==> src/core/uec_pkg.sv <==
// Package with register map, field positions and constants of the endpoint controller.
package uec_pkg;
  // Register byte addresses on the Avalon-MM slave.
  localparam logic [4:0] UEC_CSR_ADDR   = 5'h00;
  localparam logic [4:0] UEC_FIFO_ADDR  = 5'h04;
  localparam logic [4:0] UEC_TXVC_ADDR  = 5'h08;
  localparam logic [4:0] UEC_EPRST_ADDR = 5'h0C;
  localparam logic [4:0] UEC_IRQ_ADDR   = 5'h10;
  // Control and status register field positions, plus the transceiver-off bit of its own register.
  localparam int UEC_B_INACK  = 0;
  localparam int UEC_B_BK0    = 1;
  localparam int UEC_B_SETUP  = 2;
  localparam int UEC_B_STALL  = 3;
  localparam int UEC_B_TXRDY  = 4;
  localparam int UEC_B_STREQ  = 5;
  localparam int UEC_B_BK1    = 6;
  localparam int UEC_B_DIR    = 7;
  localparam int UEC_B_KIND   = 8;
  localparam int UEC_B_TOGGLE = 11;
  localparam int UEC_B_ON     = 15;
  localparam int UEC_B_COUNT  = 16;
  localparam int UEC_B_PHYOFF = 8;
  localparam int UEC_COUNT_W  = 11;
  // Endpoint kind encodings.
  localparam logic [2:0] UEC_KIND_CTRL = 3'h0;
  localparam logic [1:0] UEC_KIND_ISO  = 2'h1;
  // Reset values.
  localparam logic [2:0]  UEC_KIND_RST   = 3'h0;
  localparam logic        UEC_PHYOFF_RST = 1'b0;
  localparam logic [31:0] UEC_ZERO_WORD  = 32'h0000_0000;
  // Stages a flag write travels before it takes effect.
  localparam int UEC_SYNC_STAGES = 2;
endpackage

==> src/core/uec_endpoint_ctrl.sv <==
// Endpoint control, status, FIFO data port and transceiver control of a USB device port.
`timescale 1ns/1ps
`default_nettype none
// What this block does
// Software polls a written flag until it reads back before the next write.
// In-acknowledged flag set on host ACK of IN data, cleared by writing zero.
// Bank zero full flag set on packet stored, cleared by writing zero.
// Firmware reads count bytes from FIFO then clears the bank flag.
// Setup-received flag set on valid setup packet, cleared by writing zero.
// OUT data refused while setup-received flag is set.
// Stall-acknowledged flag set when host acknowledges STALL, cleared by writing zero.
// On isochronous endpoints the same bit reports a CRC error instead.
// Transmit ready set only by firmware writing one, cleared only by device.
// Firmware checks transmit ready clear, loads bytes, sets it, awaits acknowledge.
// Stall request bit makes the endpoint answer STALL; read shows stall state.
// Second receive bank with its own flag behaving like bank zero.
// Direction bit selects OUT (0) or IN (1) control data stage.
// Three-bit endpoint kind field encodes control, iso, bulk, interrupt and direction.
// Read-only toggle bit shows expected data PID, 0 DATA0, 1 DATA1.
// Endpoint-on bit enables or disables the endpoint and reads back state.
// Eleven-bit read-only count of received bytes in the FIFO.
// Byte-wide FIFO data port: read pops received byte, write pushes payload.
// Firmware never pushes more than max packet size or FIFO memory.
// Transceiver-off bit powers down the transceiver, clearing re-enables it.
// Software enables the port clock before touching any register.
// SE0 on the lines is treated as a USB bus reset.
// Sticky summary interrupt flag stays set while any endpoint flag is set.
// Endpoint reset zeroes FIFO pointers, count and toggle, keeping flags.
// Flag writes reach the flags after a transfer delay; read-back shows it later.
module uec_endpoint_ctrl
  import uec_pkg::*;
#(
  parameter int DEPTH_LOG2 = 6,
  parameter bit PINGPONG   = 1'b1
)(
  input  wire logic        clk,
  input  wire logic        rst_b,
  input  wire logic [4:0]  avm_address,
  input  wire logic        avm_read,
  input  wire logic        avm_write,
  input  wire logic [31:0] avm_writedata,
  output logic      [31:0] avm_readdata,
  output logic             avm_waitrequest,
  input  wire logic        link_rx_valid,
  input  wire logic [7:0]  link_rx_byte,
  input  wire logic        link_rx_is_setup,
  input  wire logic        link_rx_end,
  input  wire logic        link_in_ack,
  input  wire logic        link_stall_ack,
  input  wire logic        link_iso_crc_bad,
  input  wire logic        link_tx_pop,
  input  wire logic        link_toggle_flip,
  input  wire logic        se0_pin,
  output logic      [7:0]  link_tx_byte,
  output logic             out_accept,
  output logic             in_ready,
  output logic             stall_handshake,
  output logic             ctrl_dir,
  output logic             endpoint_irq_flag,
  output logic             phy_off,
  output logic             usb_bus_reset
);
  localparam int DEPTH = 1 << DEPTH_LOG2;

  logic [7:0]             rx_mem [DEPTH];
  logic [7:0]             tx_mem [DEPTH];
  logic [DEPTH_LOG2-1:0]  rx_wptr_q, rx_rptr_q, tx_wptr_q, tx_rptr_q;
  logic [UEC_COUNT_W-1:0] rx_count_q;
  logic                   in_sent_ack_flag_q, rx_bank0_full_q, rx_bank1_full_q;
  logic                   setup_received_q, stall_acked_q, tx_packet_ready_q;
  logic                   stall_request_q, toggle_bit_q, endpoint_on_q, dir_q;
  logic [2:0]             endpoint_kind_q;
  logic                   ep_reset_q, phy_off_q, se0_meta_q, se0_sync_q;
  logic                   is_iso;
  logic                   bus_done;
  logic                   fw_pop, fw_push;
  logic                   rx_take;
  logic [UEC_SYNC_STAGES-1:0] fl_vld_q;
  logic [31:0]            fl_data_q [UEC_SYNC_STAGES];
  logic                   fl_apply;
  logic [31:0]            fl_word;
  logic                   pend_clear;

  // Decode of the isochronous kinds, which repurpose the stall bit.
  function automatic logic kind_is_iso(input logic [2:0] kind);
    kind_is_iso = (kind[1:0] == UEC_KIND_ISO);
  endfunction

  assign is_iso     = kind_is_iso(endpoint_kind_q);
  assign bus_done   = (avm_read | avm_write) & ~avm_waitrequest;
  assign fw_pop     = bus_done & avm_read & (avm_address == UEC_FIFO_ADDR) & (rx_count_q != '0);
  assign fw_push    = bus_done & avm_write & (avm_address == UEC_FIFO_ADDR);
  assign rx_take    = link_rx_valid & out_accept;
  assign fl_apply   = fl_vld_q[UEC_SYNC_STAGES-1];
  assign fl_word    = fl_data_q[UEC_SYNC_STAGES-1];
  // A packet end with no free bank is dropped; the link must not have been accepting.
  assign pend_clear = ep_reset_q | usb_bus_reset;

  // One wait state per access, so read data is ready when waitrequest drops.
  always_ff @(posedge clk or negedge rst_b)
  begin
    if (!rst_b)
      avm_waitrequest <= 1'b1;
    else if ((avm_read | avm_write) & avm_waitrequest)
      avm_waitrequest <= 1'b0;
    else
      avm_waitrequest <= 1'b1;
  end

  // Read data is captured in the wait cycle; unmapped addresses read zero.
  always_ff @(posedge clk or negedge rst_b)
  begin
    if (!rst_b)
      avm_readdata <= UEC_ZERO_WORD;
    else if (avm_read & avm_waitrequest)
    begin
      avm_readdata <= UEC_ZERO_WORD;
      if (avm_address == UEC_CSR_ADDR)
      begin
        avm_readdata[UEC_B_INACK]  <= in_sent_ack_flag_q;
        avm_readdata[UEC_B_BK0]    <= rx_bank0_full_q;
        avm_readdata[UEC_B_SETUP]  <= setup_received_q;
        avm_readdata[UEC_B_STALL]  <= stall_acked_q;
        avm_readdata[UEC_B_TXRDY]  <= tx_packet_ready_q;
        avm_readdata[UEC_B_STREQ]  <= stall_request_q;
        avm_readdata[UEC_B_BK1]    <= rx_bank1_full_q;
        avm_readdata[UEC_B_DIR]    <= dir_q;
        avm_readdata[UEC_B_KIND+:3] <= endpoint_kind_q;
        avm_readdata[UEC_B_TOGGLE] <= toggle_bit_q;
        avm_readdata[UEC_B_ON]     <= endpoint_on_q;
        avm_readdata[UEC_B_COUNT+:UEC_COUNT_W] <= rx_count_q;
      end
      else if (avm_address == UEC_FIFO_ADDR)
        avm_readdata[7:0] <= rx_mem[rx_rptr_q];
      else if (avm_address == UEC_TXVC_ADDR)
        avm_readdata[UEC_B_PHYOFF] <= phy_off_q;
      else if (avm_address == UEC_EPRST_ADDR)
        avm_readdata[0] <= ep_reset_q;
      else if (avm_address == UEC_IRQ_ADDR)
        avm_readdata[0] <= endpoint_irq_flag;
    end
  end

  // Control register writes travel a short pipe before reaching the flags, so a
  // read straight after a write still shows the old value; software must poll.
  always_ff @(posedge clk or negedge rst_b)
  begin
    if (!rst_b)
    begin
      fl_vld_q <= '0;
      for (int i = 0; i < UEC_SYNC_STAGES; i++)
        fl_data_q[i] <= UEC_ZERO_WORD;
    end
    else
    begin
      fl_vld_q[0]  <= bus_done & avm_write & (avm_address == UEC_CSR_ADDR);
      fl_data_q[0] <= avm_writedata;
      for (int i = 1; i < UEC_SYNC_STAGES; i++)
      begin
        fl_vld_q[i]  <= fl_vld_q[i-1];
        fl_data_q[i] <= fl_data_q[i-1];
      end
    end
  end

  // Hardware-set flags: the set wins when a clearing write lands in the same cycle.
  always_ff @(posedge clk or negedge rst_b)
  begin
    if (!rst_b)
    begin
      in_sent_ack_flag_q <= 1'b0;
      setup_received_q   <= 1'b0;
      stall_acked_q      <= 1'b0;
    end
    else
    begin
      if (link_in_ack)
        in_sent_ack_flag_q <= 1'b1;
      else if (fl_apply & ~fl_word[UEC_B_INACK])
        in_sent_ack_flag_q <= 1'b0;
      if (link_rx_end & link_rx_is_setup)
        setup_received_q <= 1'b1;
      else if (fl_apply & ~fl_word[UEC_B_SETUP])
        setup_received_q <= 1'b0;
      if ((link_stall_ack & ~is_iso) | (link_iso_crc_bad & is_iso))
        stall_acked_q <= 1'b1;
      else if (fl_apply & ~fl_word[UEC_B_STALL])
        stall_acked_q <= 1'b0;
    end
  end

  // Receive banks: bank zero first, bank one only when ping-pong is built in.
  always_ff @(posedge clk or negedge rst_b)
  begin
    if (!rst_b)
    begin
      rx_bank0_full_q <= 1'b0;
      rx_bank1_full_q <= 1'b0;
    end
    else
    begin
      if (link_rx_end & ~link_rx_is_setup & out_accept & ~rx_bank0_full_q)
        rx_bank0_full_q <= 1'b1;
      else if (fl_apply & ~fl_word[UEC_B_BK0])
        rx_bank0_full_q <= 1'b0;
      if (PINGPONG & link_rx_end & ~link_rx_is_setup & out_accept & rx_bank0_full_q)
        rx_bank1_full_q <= 1'b1;
      else if (fl_apply & ~fl_word[UEC_B_BK1])
        rx_bank1_full_q <= 1'b0;
    end
  end

  // Transmit ready: a firmware one sets it, the link's acknowledge clears it.
  always_ff @(posedge clk or negedge rst_b)
  begin
    if (!rst_b)
      tx_packet_ready_q <= 1'b0;
    else if (fl_apply & fl_word[UEC_B_TXRDY])
      tx_packet_ready_q <= 1'b1;
    else if (link_in_ack)
      tx_packet_ready_q <= 1'b0;
  end

  // Read/write configuration fields of the control register; a bus reset also clears endpoint-on.
  always_ff @(posedge clk or negedge rst_b)
  begin
    if (!rst_b)
    begin
      stall_request_q <= 1'b0;
      dir_q           <= 1'b0;
      endpoint_kind_q <= UEC_KIND_RST;
      endpoint_on_q   <= 1'b0;
    end
    else if (usb_bus_reset)
      endpoint_on_q <= 1'b0;
    else if (fl_apply)
    begin
      stall_request_q <= fl_word[UEC_B_STREQ];
      dir_q           <= fl_word[UEC_B_DIR];
      endpoint_kind_q <= fl_word[UEC_B_KIND+:3];
      endpoint_on_q   <= fl_word[UEC_B_ON];
    end
  end

  // Side registers: transceiver power-down and endpoint reset, written directly.
  always_ff @(posedge clk or negedge rst_b)
  begin
    if (!rst_b)
    begin
      phy_off_q  <= UEC_PHYOFF_RST;
      ep_reset_q <= 1'b0;
    end
    else if (bus_done & avm_write)
    begin
      if (avm_address == UEC_TXVC_ADDR)
        phy_off_q <= avm_writedata[UEC_B_PHYOFF];
      else if (avm_address == UEC_EPRST_ADDR)
        ep_reset_q <= avm_writedata[0];
    end
  end

  // SE0 arrives from the pins and is resynchronised before use as a bus reset.
  always_ff @(posedge clk or negedge rst_b)
  begin
    if (!rst_b)
    begin
      se0_meta_q    <= 1'b0;
      se0_sync_q    <= 1'b0;
      usb_bus_reset <= 1'b0;
    end
    else
    begin
      se0_meta_q    <= se0_pin;
      se0_sync_q    <= se0_meta_q;
      usb_bus_reset <= se0_sync_q;
    end
  end

  // Data toggle follows the link; an endpoint or bus reset forces DATA0.
  always_ff @(posedge clk or negedge rst_b)
  begin
    if (!rst_b)
      toggle_bit_q <= 1'b0;
    else if (pend_clear)
      toggle_bit_q <= 1'b0;
    else if (link_toggle_flip)
      toggle_bit_q <= ~toggle_bit_q;
  end

  // Receive storage: the link writes, firmware pops through the data port.
  always_ff @(posedge clk)
  begin
    if (rx_take)
      rx_mem[rx_wptr_q] <= link_rx_byte;
  end

  always_ff @(posedge clk or negedge rst_b)
  begin
    if (!rst_b)
    begin
      rx_wptr_q  <= '0;
      rx_rptr_q  <= '0;
      rx_count_q <= '0;
    end
    else if (pend_clear)
    begin
      rx_wptr_q  <= '0;
      rx_rptr_q  <= '0;
      rx_count_q <= '0;
    end
    else
    begin
      if (rx_take)
        rx_wptr_q <= rx_wptr_q + 1'b1;
      if (fw_pop)
        rx_rptr_q <= rx_rptr_q + 1'b1;
      if (rx_take & ~fw_pop)
        rx_count_q <= rx_count_q + 1'b1;
      else if (fw_pop & ~rx_take)
        rx_count_q <= rx_count_q - 1'b1;
    end
  end

  // Transmit storage: firmware pushes, the link pops while sending an IN packet.
  // Overfilling past the memory wraps the pointer; firmware keeps within size.
  always_ff @(posedge clk)
  begin
    if (fw_push)
      tx_mem[tx_wptr_q] <= avm_writedata[7:0];
  end

  always_ff @(posedge clk or negedge rst_b)
  begin
    if (!rst_b)
    begin
      tx_wptr_q    <= '0;
      tx_rptr_q    <= '0;
      link_tx_byte <= 8'h00;
    end
    else if (pend_clear)
    begin
      tx_wptr_q    <= '0;
      tx_rptr_q    <= '0;
      link_tx_byte <= 8'h00;
    end
    else
    begin
      if (fw_push)
        tx_wptr_q <= tx_wptr_q + 1'b1;
      if (link_tx_pop & in_ready)
      begin
        link_tx_byte <= tx_mem[tx_rptr_q];
        tx_rptr_q    <= tx_rptr_q + 1'b1;
      end
    end
  end

  // Link-facing status, registered so the link sees clean levels.
  always_ff @(posedge clk or negedge rst_b)
  begin
    if (!rst_b)
    begin
      out_accept        <= 1'b0;
      in_ready          <= 1'b0;
      stall_handshake   <= 1'b0;
      ctrl_dir          <= 1'b0;
      endpoint_irq_flag <= 1'b0;
      phy_off           <= UEC_PHYOFF_RST;
    end
    else
    begin
      out_accept <= endpoint_on_q & ~setup_received_q & ~stall_request_q &
                    (~rx_bank0_full_q | (PINGPONG & ~rx_bank1_full_q));
      in_ready          <= endpoint_on_q & tx_packet_ready_q & ~stall_request_q;
      stall_handshake   <= stall_request_q;
      ctrl_dir          <= dir_q & (endpoint_kind_q == UEC_KIND_CTRL);
      endpoint_irq_flag <= in_sent_ack_flag_q | rx_bank0_full_q | rx_bank1_full_q |
                           setup_received_q | stall_acked_q;
      phy_off           <= phy_off_q;
    end
  end
endmodule
`default_nettype wire

==> config.mk <==
export PLATFORM = sky130hd
export DESIGN_NAME = uec_endpoint_ctrl
export DESIGN_NICKNAME = d
export VERILOG_FILES = /design/src/core/uec_pkg.sv /design/src/core/uec_endpoint_ctrl.sv
export SDC_FILE = /design/constraint.sdc
export NUM_CORES = 1
export LEC_CHECK = 0
export BUFFER_PORTS_ARGS = -buffer_cell sky130_fd_sc_hd__buf_2
export CORE_ASPECT_RATIO = 1.1
export CORE_MARGIN = 8
export CORE_UTILIZATION = 55
export DETAILED_ROUTE_END_ITERATION = 16
export PLACE_DENSITY = 0.71
export SKIP_CTS_REPAIR_TIMING = 1
export SYNTH_ARGS = -nofsm -noshare
export SYNTH_HDL_FRONTEND = slang
export SYNTH_SLANG_ARGS = --single-unit
==> constraint.sdc <==
create_clock -name clk -period 8.7 [get_ports clk]
set_input_delay 1.305 -clock clk [delete_from_list [all_inputs] [get_ports clk]]
set_output_delay 1.305 -clock clk [all_outputs]
set_load 0.005 [all_outputs]
# Word level (Yosys, flattened, before mapping)
# Memory sizes are Yosys's and may differ from the RTL's.
# Index checks and enable logic that the tools add are counted.
[op_classes] n_addsub=6 multipliers=0 div=0 n_lt_le_gt_ge=0 eq_ne=5 shift=0 mux=44 n_bitwise=57 n_reduce_logical=19
[ops] cell="two-way mux 6 bit" count=8
[ops] cell="two-way mux 11 bit" count=3
[ops] cell="bitwise AND 1 bit" count=32
[ops] cell="two-way mux 1 bit" count=27
[ops] cell="adder 6 x 1 -> 6 bit, second input constant" count=4
[ops] cell="nonzero test 2 bit" count=12
[ops] cell="inverter 1 bit" count=17
[ops] cell="two-way mux 8 bit" count=2
[ops] cell="two-way mux 12 bit" count=1
[ops] cell="adder 11 x 1 -> 11 bit, second input constant" count=1
[ops] cell="nonzero test 11 bit" count=1
[ops] cell="subtractor 11 x 1 -> 11 bit, second input constant" count=1
[ops] cell="== test 5 x 4 -> 1 bit, second input constant" count=2
[ops] cell="two-way mux 9 bit" count=1
[ops] cell="bitwise OR 1 bit" count=8
[ops] cell="two-way mux 7 bit" count=1
[ops] cell="== test 5 x 3 -> 1 bit, second input constant" count=1
[ops] cell="== test 5 bit, second input constant" count=1
[ops] cell="logical NOT 5 bit" count=1
[ops] cell="AND reduction 2 bit" count=2
[ops] cell="logical NOT 3 bit" count=1
[ops] cell="two-way mux 3 bit" count=1
[ops] cell="AND reduction 3 bit" count=1
[ops] cell="nonzero test 3 bit" count=1
[ops] cell="== test 2 x 1 -> 1 bit, second input constant" count=1
[word_totals] reg_bits=126 latchBits=0 mem_bits_rw=1024 mem_bits_ro=0 inputBits=58 out_inout_bits=48 wordCells=166 n_memories=2
[memory_table] name="rx_mem" words=64 width=8 rd=1 rd_ports_with_merged_regs=0 write_ports=1 line="uec_endpoint_ctrl.sv:65" text="logic [7:0] rx_mem [DEPTH];"
[memory_table] name="tx_mem" words=64 width=8 rd=1 rd_ports_with_merged_regs=0 write_ports=1 line="uec_endpoint_ctrl.sv:66" text="logic [7:0] tx_mem [DEPTH];"

# Logic depth before layout (Yosys ltp)
[depth] ltp_word=9 depth_mapped=13 ltp_nobuf=11

# Worst setup path before layout
# No wires, ideal clock.
[synth_timing] path_kind="input port to flip-flop" startpoint="input avm_address[1]" endpoint="register rx_count_q[9]" setup_ns=0.132 arrival_ns=3.710 t_required_ns=8.568 setup_slack_ns=4.858 path_stages=12 n_path_buf=1 cell_sequence="or3_1 -> nor2_1 -> and4b_1 -> buf_4 -> or2_2 -> ha_1 -> a211oi_1 -> o211ai_1 -> a221oi_1 -> xnor2_1 -> mux2i_1 -> nor2_1"
[synth_between] elab_chain_len=7 elab_cells_between_ends=9 cone_classes="1 x eq/ne; 2 x mux; 5 x bitwise; 1 x reduce/logical"
[synth_lines] element="from (decl)" line="uec_endpoint_ctrl.sv:38" text="input wire logic [4:0] avm_address,"
[synth_lines] element="== test 5 x 3 -> 1 bit *" line="uec_endpoint_ctrl.sv:91" text="assign fw_pop = bus_done & avm_read & (avm_address == UEC_FIFO_ADDR) & (rx_count_q != '0);"
[synth_lines] element="bitwise AND 1 bit * (2 in series)" line="uec_endpoint_ctrl.sv:91"
[synth_lines] element="inverter 1 bit" line="uec_endpoint_ctrl.sv:317" text="if (rx_take & ~fw_pop)"
[synth_lines] element="bitwise AND 1 bit" line="uec_endpoint_ctrl.sv:317"
[synth_lines] element="two-way mux 11 bit" line="uec_endpoint_ctrl.sv:317"
[synth_lines] element="two-way mux 11 bit" line="uec_endpoint_ctrl.sv:305" text="else if (pend_clear)"
[synth_lines] element="to (signal assigned)" line="uec_endpoint_ctrl.sv:318" text="rx_count_q <= rx_count_q + 1'b1;"
[synth_lines] element="to (signal assigned)" line="uec_endpoint_ctrl.sv:320" text="rx_count_q <= rx_count_q - 1'b1;"
[synth_lines] element="to (decl)" line="uec_endpoint_ctrl.sv:68" text="logic [UEC_COUNT_W-1:0] rx_count_q;"
# Mark *: on every way between the ends. The rest lies on a longest branch, timed or not.
# A chain may end at the register's enable or synchronous reset.

# Worst setup path in the final report
[layout_timing] startpoint="input avm_address[1]" endpoint="memory tx_mem[63][0] (enable)"
[layout_between] elab_chain_len=4
[layout_lines] element="== test 5 x 3 -> 1 bit" line="uec_endpoint_ctrl.sv:92" text="assign fw_push = bus_done & avm_write & (avm_address == UEC_FIFO_ADDR);"
[layout_lines] element="bitwise AND 1 bit" line="uec_endpoint_ctrl.sv:92"
[layout_lines] element="two-way mux 1 bit" line="uec_endpoint_ctrl.sv:328" text="if (fw_push)"
[layout_lines] element="two-way mux 1 bit (implied by the code)" line="uec_endpoint_ctrl.sv:329" text="tx_mem[tx_wptr_q] <= avm_writedata[7:0];"
[layout_lines] element="to (decl)" line="uec_endpoint_ctrl.sv:66"
# No other way between the ends.

==> impl_results.md <==
- Result of the run: finished, final reports clean
- Number of flops mapped to enable cells by yosys: 1024
- Starting density of the core: 0.556
- Max stage delay on crit path: 0.96 ns
- Final max-slew violation count: 0
- CTS root buf: sky130_fd_sc_hd__clkbuf_16
- Number of different library cells in the post-synthesis netlist: 66
- Total I/O pin count: 106
- Cell type with the largest total area after synthesis: sky130_fd_sc_hd__edfxtp_1
- Final estimated routing congestion in global placement: 0.831
- Routed wire length: 96.6 mm
- Fraction of layout instances using a drive strength above 1: 0.228
- Remaining global-route overflow: 0
- Post-layout min period: 4.02 ns
- DR DRC count: 0
- Share of the synthesized area in the top cell type: 0.688
- Residual antenna-violating net count after detailed routing: 0
- Startpoint of the lowest-slack hold path: fl_data_q[33]
- Share of the clock period used by the worst path after layout: 0.462
- Count of endpoints failing hold in the final timing report: 0
- Async set-reset flop share out of synthesis: 0.103
- Worst r2r src: rx_rptr_q[0]
- H-Tree Depth: 3
- Post-synthesis sequential element count: 1142
- Layout overhead on the synthesized area: 11.1%
- Number of nets at the end of the flow: 2439
- MaxCap Viol Count: 0
- Final setup TNS: 0 ns
- Antenna diode instance count: 0
- RSZ-0062 raised after global routing: false
- Transition at the pin with the smallest max-transition slack: 1.25 ns
- DRC violation total after the first TritonRoute iteration: 2239
- Max Fanout on Critical Path: 11
- Input/output buffers: 77
- Dominant cells by area after synthesis: sky130_fd_sc_hd__edfxtp_1 (69%), sky130_fd_sc_hd__mux4_2 (13%), sky130_fd_sc_hd__dfrtp_1 (6.5%), sky130_fd_sc_hd__mux2i_1 (1.6%), sky130_fd_sc_hd__nor2_1 (1.6%)
- Worst hold path cell count: 0
- Cell total after placement: 3310
- HP Class: flop to flop
- Clock tree buffer depth: 3
- Die outline height: 315 µm
- Portion of the post-synthesis area used by sequential elements: 0.754
- Setup skew after layout: 0.0569 ns
- Worst Setup Slack, final: 4.68 ns
- Class of the most critical setup path: input port to flop
- Final non-filler cell total: 3513
- Number of antenna violations at the first check in global routing: 1
- Highest attainable clock frequency: 0.249 GHz
- Total track usage: 0.215
- DR WL/cell: 27.5 µm
- Share of synthesized cell area in full adder, half adder and majority cells: 0.00437
- Endpoint of the lowest-slack register-to-register path: avm_readdata[6]
- Number of vias in the routed layout: 21862
- Largest voltage drop on the vdd net: 0.208 mV
- Critical path's slowest cell: sky130_fd_sc_hd__nor2_1
- Destination of the worst hold path: fl_word[1]
- Endpoint kind of the worst setup timing path: flop
- Power density over the cells: 220 mW/mm²
- Data arrival time of the critical path: 4.28 ns
- Worst slew margin relative to its limit: 0.164
- Element type at the critical path start: input port
- Wire length of the first global-routing pass: 145 mm
- Post-synthesis share of cell area spent on and, or, nand and nor gates: 0.0393
- Leakage Power: 15.7 nW
- Worst skew pair latency: 0.69 ns
- Main combinational cell family by area after synthesis: multiplexers
- Half-perimeter wire length of the detailed placement result: 57.6 mm
- Crit-path cells: buf_2 -> or3_1 -> or2_1 -> nor2_4 -> nand4_1 -> nor2_1
- Largest net degree at the start of global routing: 100
- CTS tree: built
- Vias per cell: 6.22
- Cell area after synthesis: 0.0447 mm²
- Rows: 109
- Full die area: 0.0907 mm²
- CP required: 8.96 ns
- Drt first pass iters: 5
- Worst setup slack before clock tree synthesis: 3.99 ns
- Final setup violation count: 0
- Mean instance size in the synthesized netlist: 19.7 µm²
- Via count of the first global-routing pass: 22577
- Setup slack, reg-to-reg: 4.97 ns
- Multiplexer area fraction after synthesis: 0.151
- Overall die width: 288 µm
- Worst hold margin: 0.349 ns
- Worst reg-to-reg path cell count: 7
- Core Footprint: 0.0805 mm²
- Sinks on the clock net: 1142
- Post-Synthesis Cells: 2264
- Clock buffers created by TritonCTS: 108
- Compound-cell area share of the yosys netlist: 0.0296
- Clock-pin slew on the worst setup and hold paths: 0.06 ns
- Top_reg_cell synth: sky130_fd_sc_hd__edfxtp_1
- Fraction of synthesized cell area in xor and xnor cells: 0.00549
- Yosys warning total: 0
## final cells by class
type	instances	area, µm²
Clock buffer	137	2900
Clock inverter	66	732
Fill cell	5518	30800
Inverter	10	37.5
Multi-Input combinational cell	996	10300
Sequential cell	1142	33700
Tap cell	1054	1320
Timing Repair Buffer	108	649
## through the flow
step | power [mW] | utilization | area [µm²]
2_1_floorplan | 6.16 | - | 44700
3_3_place_gp | 6.29 | 0.572 | 46000
3_5_place_dp | 6.30 | 0.572 | 46000
4_1_cts | 11.0 | 0.617 | 49700
5_1_grt | 11.2 | 0.617 | 49700
6_report | 10.9 | 0.617 | 49700
## worst max-delay path by stage
stage / from / end / slack, ns
3_3_place_gp: avm_address[1] / tx_mem[39][2] / 4.03
2_1_floorplan: avm_address[1] / rx_count_q[9] / 4.86
3_5_place_dp: avm_address[1] / tx_mem[63][2] / 3.99
4_1_cts: avm_address[1] / tx_mem[63][0] / 4.67
5_1_grt: avm_address[1] / rx_count_q[9] / 4.50
6_report: avm_address[1] / tx_mem[63][0] / 4.68
## power breakdown
group	total, mW	internal (mW)	leakage [nW]	switching, mW
combinational	0.167	0.0297	3.17	0.137
sequential	6.01	6.00	10.7	0.0178
clock	4.74	2.73	1.76	2.01
## cell families after synthesis
group                      Yosys count
xor gates and xnor gates            28
adders and majority gates           15
DFF                               1142
muxes                              350
and+or+nand+nor                    393
AOI/OAI and AO/OA                  202
other                                1
buffers and inverters              133
## sequential cells by signal, indices dropped and copies added (netlist names), 2 cells and up
signal	count
tx_mem	512
rx_count_q	11
avm_readdata	24
rx_rptr_q	6
tx_wptr_q	6
rx_mem	512
link_tx_byte	8
fl_word	12
tx_rptr_q	6
rx_wptr_q	6
endpoint_kind_q	3
fl_data_q	12
fl_vld_q	2
## cells in the mapped netlist (21+ instances only)
master	n
sky130_fd_sc_hd__a211oi_1	35
sky130_fd_sc_hd__buf_4	23
sky130_fd_sc_hd__clkbuf_1	45
sky130_fd_sc_hd__a21oi_1	33
sky130_fd_sc_hd__mux2_2	21
sky130_fd_sc_hd__nand2_1	95
sky130_fd_sc_hd__mux2i_1	72
sky130_fd_sc_hd__mux4_2	255
sky130_fd_sc_hd__edfxtp_1	1024
sky130_fd_sc_hd__nor2b_1	23
sky130_fd_sc_hd__nor2_1	189
sky130_fd_sc_hd__dfrtp_1	117
sky130_fd_sc_hd__buf_2	27
sky130_fd_sc_hd__o21ai_0	39
## metal layers
metal	global-route usage	share of wire	vias up
li1	-	-	9353
met1	0.284	0.39	11471
met2	0.364	0.51	846
met3	0.0310	0.064	190
met4	0.0809	0.036	2
met5	0	0.00013	-
## placed cells by master (no fill, tap or decap), types with 29 or more instances in the layout
master                         n
sky130_fd_sc_hd__edfxtp_1   1024
sky130_fd_sc_hd__mux4_2      255
sky130_fd_sc_hd__nor2_1      189
sky130_fd_sc_hd__dfrtp_1     112
sky130_fd_sc_hd__clkbuf_16   109
sky130_fd_sc_hd__nand2_1      95
sky130_fd_sc_hd__buf_2        76
sky130_fd_sc_hd__mux2i_1      72
sky130_fd_sc_hd__o21ai_0      39
sky130_fd_sc_hd__a211oi_1     35
sky130_fd_sc_hd__a21oi_1      33
sky130_fd_sc_hd__buf_4        29
## critical path, delay by kind of cell
family | cells | cell delay (ns)
buf+inv | 1 | 0.11
simple gates | 5 | 2.85
Power figures use the tool's default switching activity.
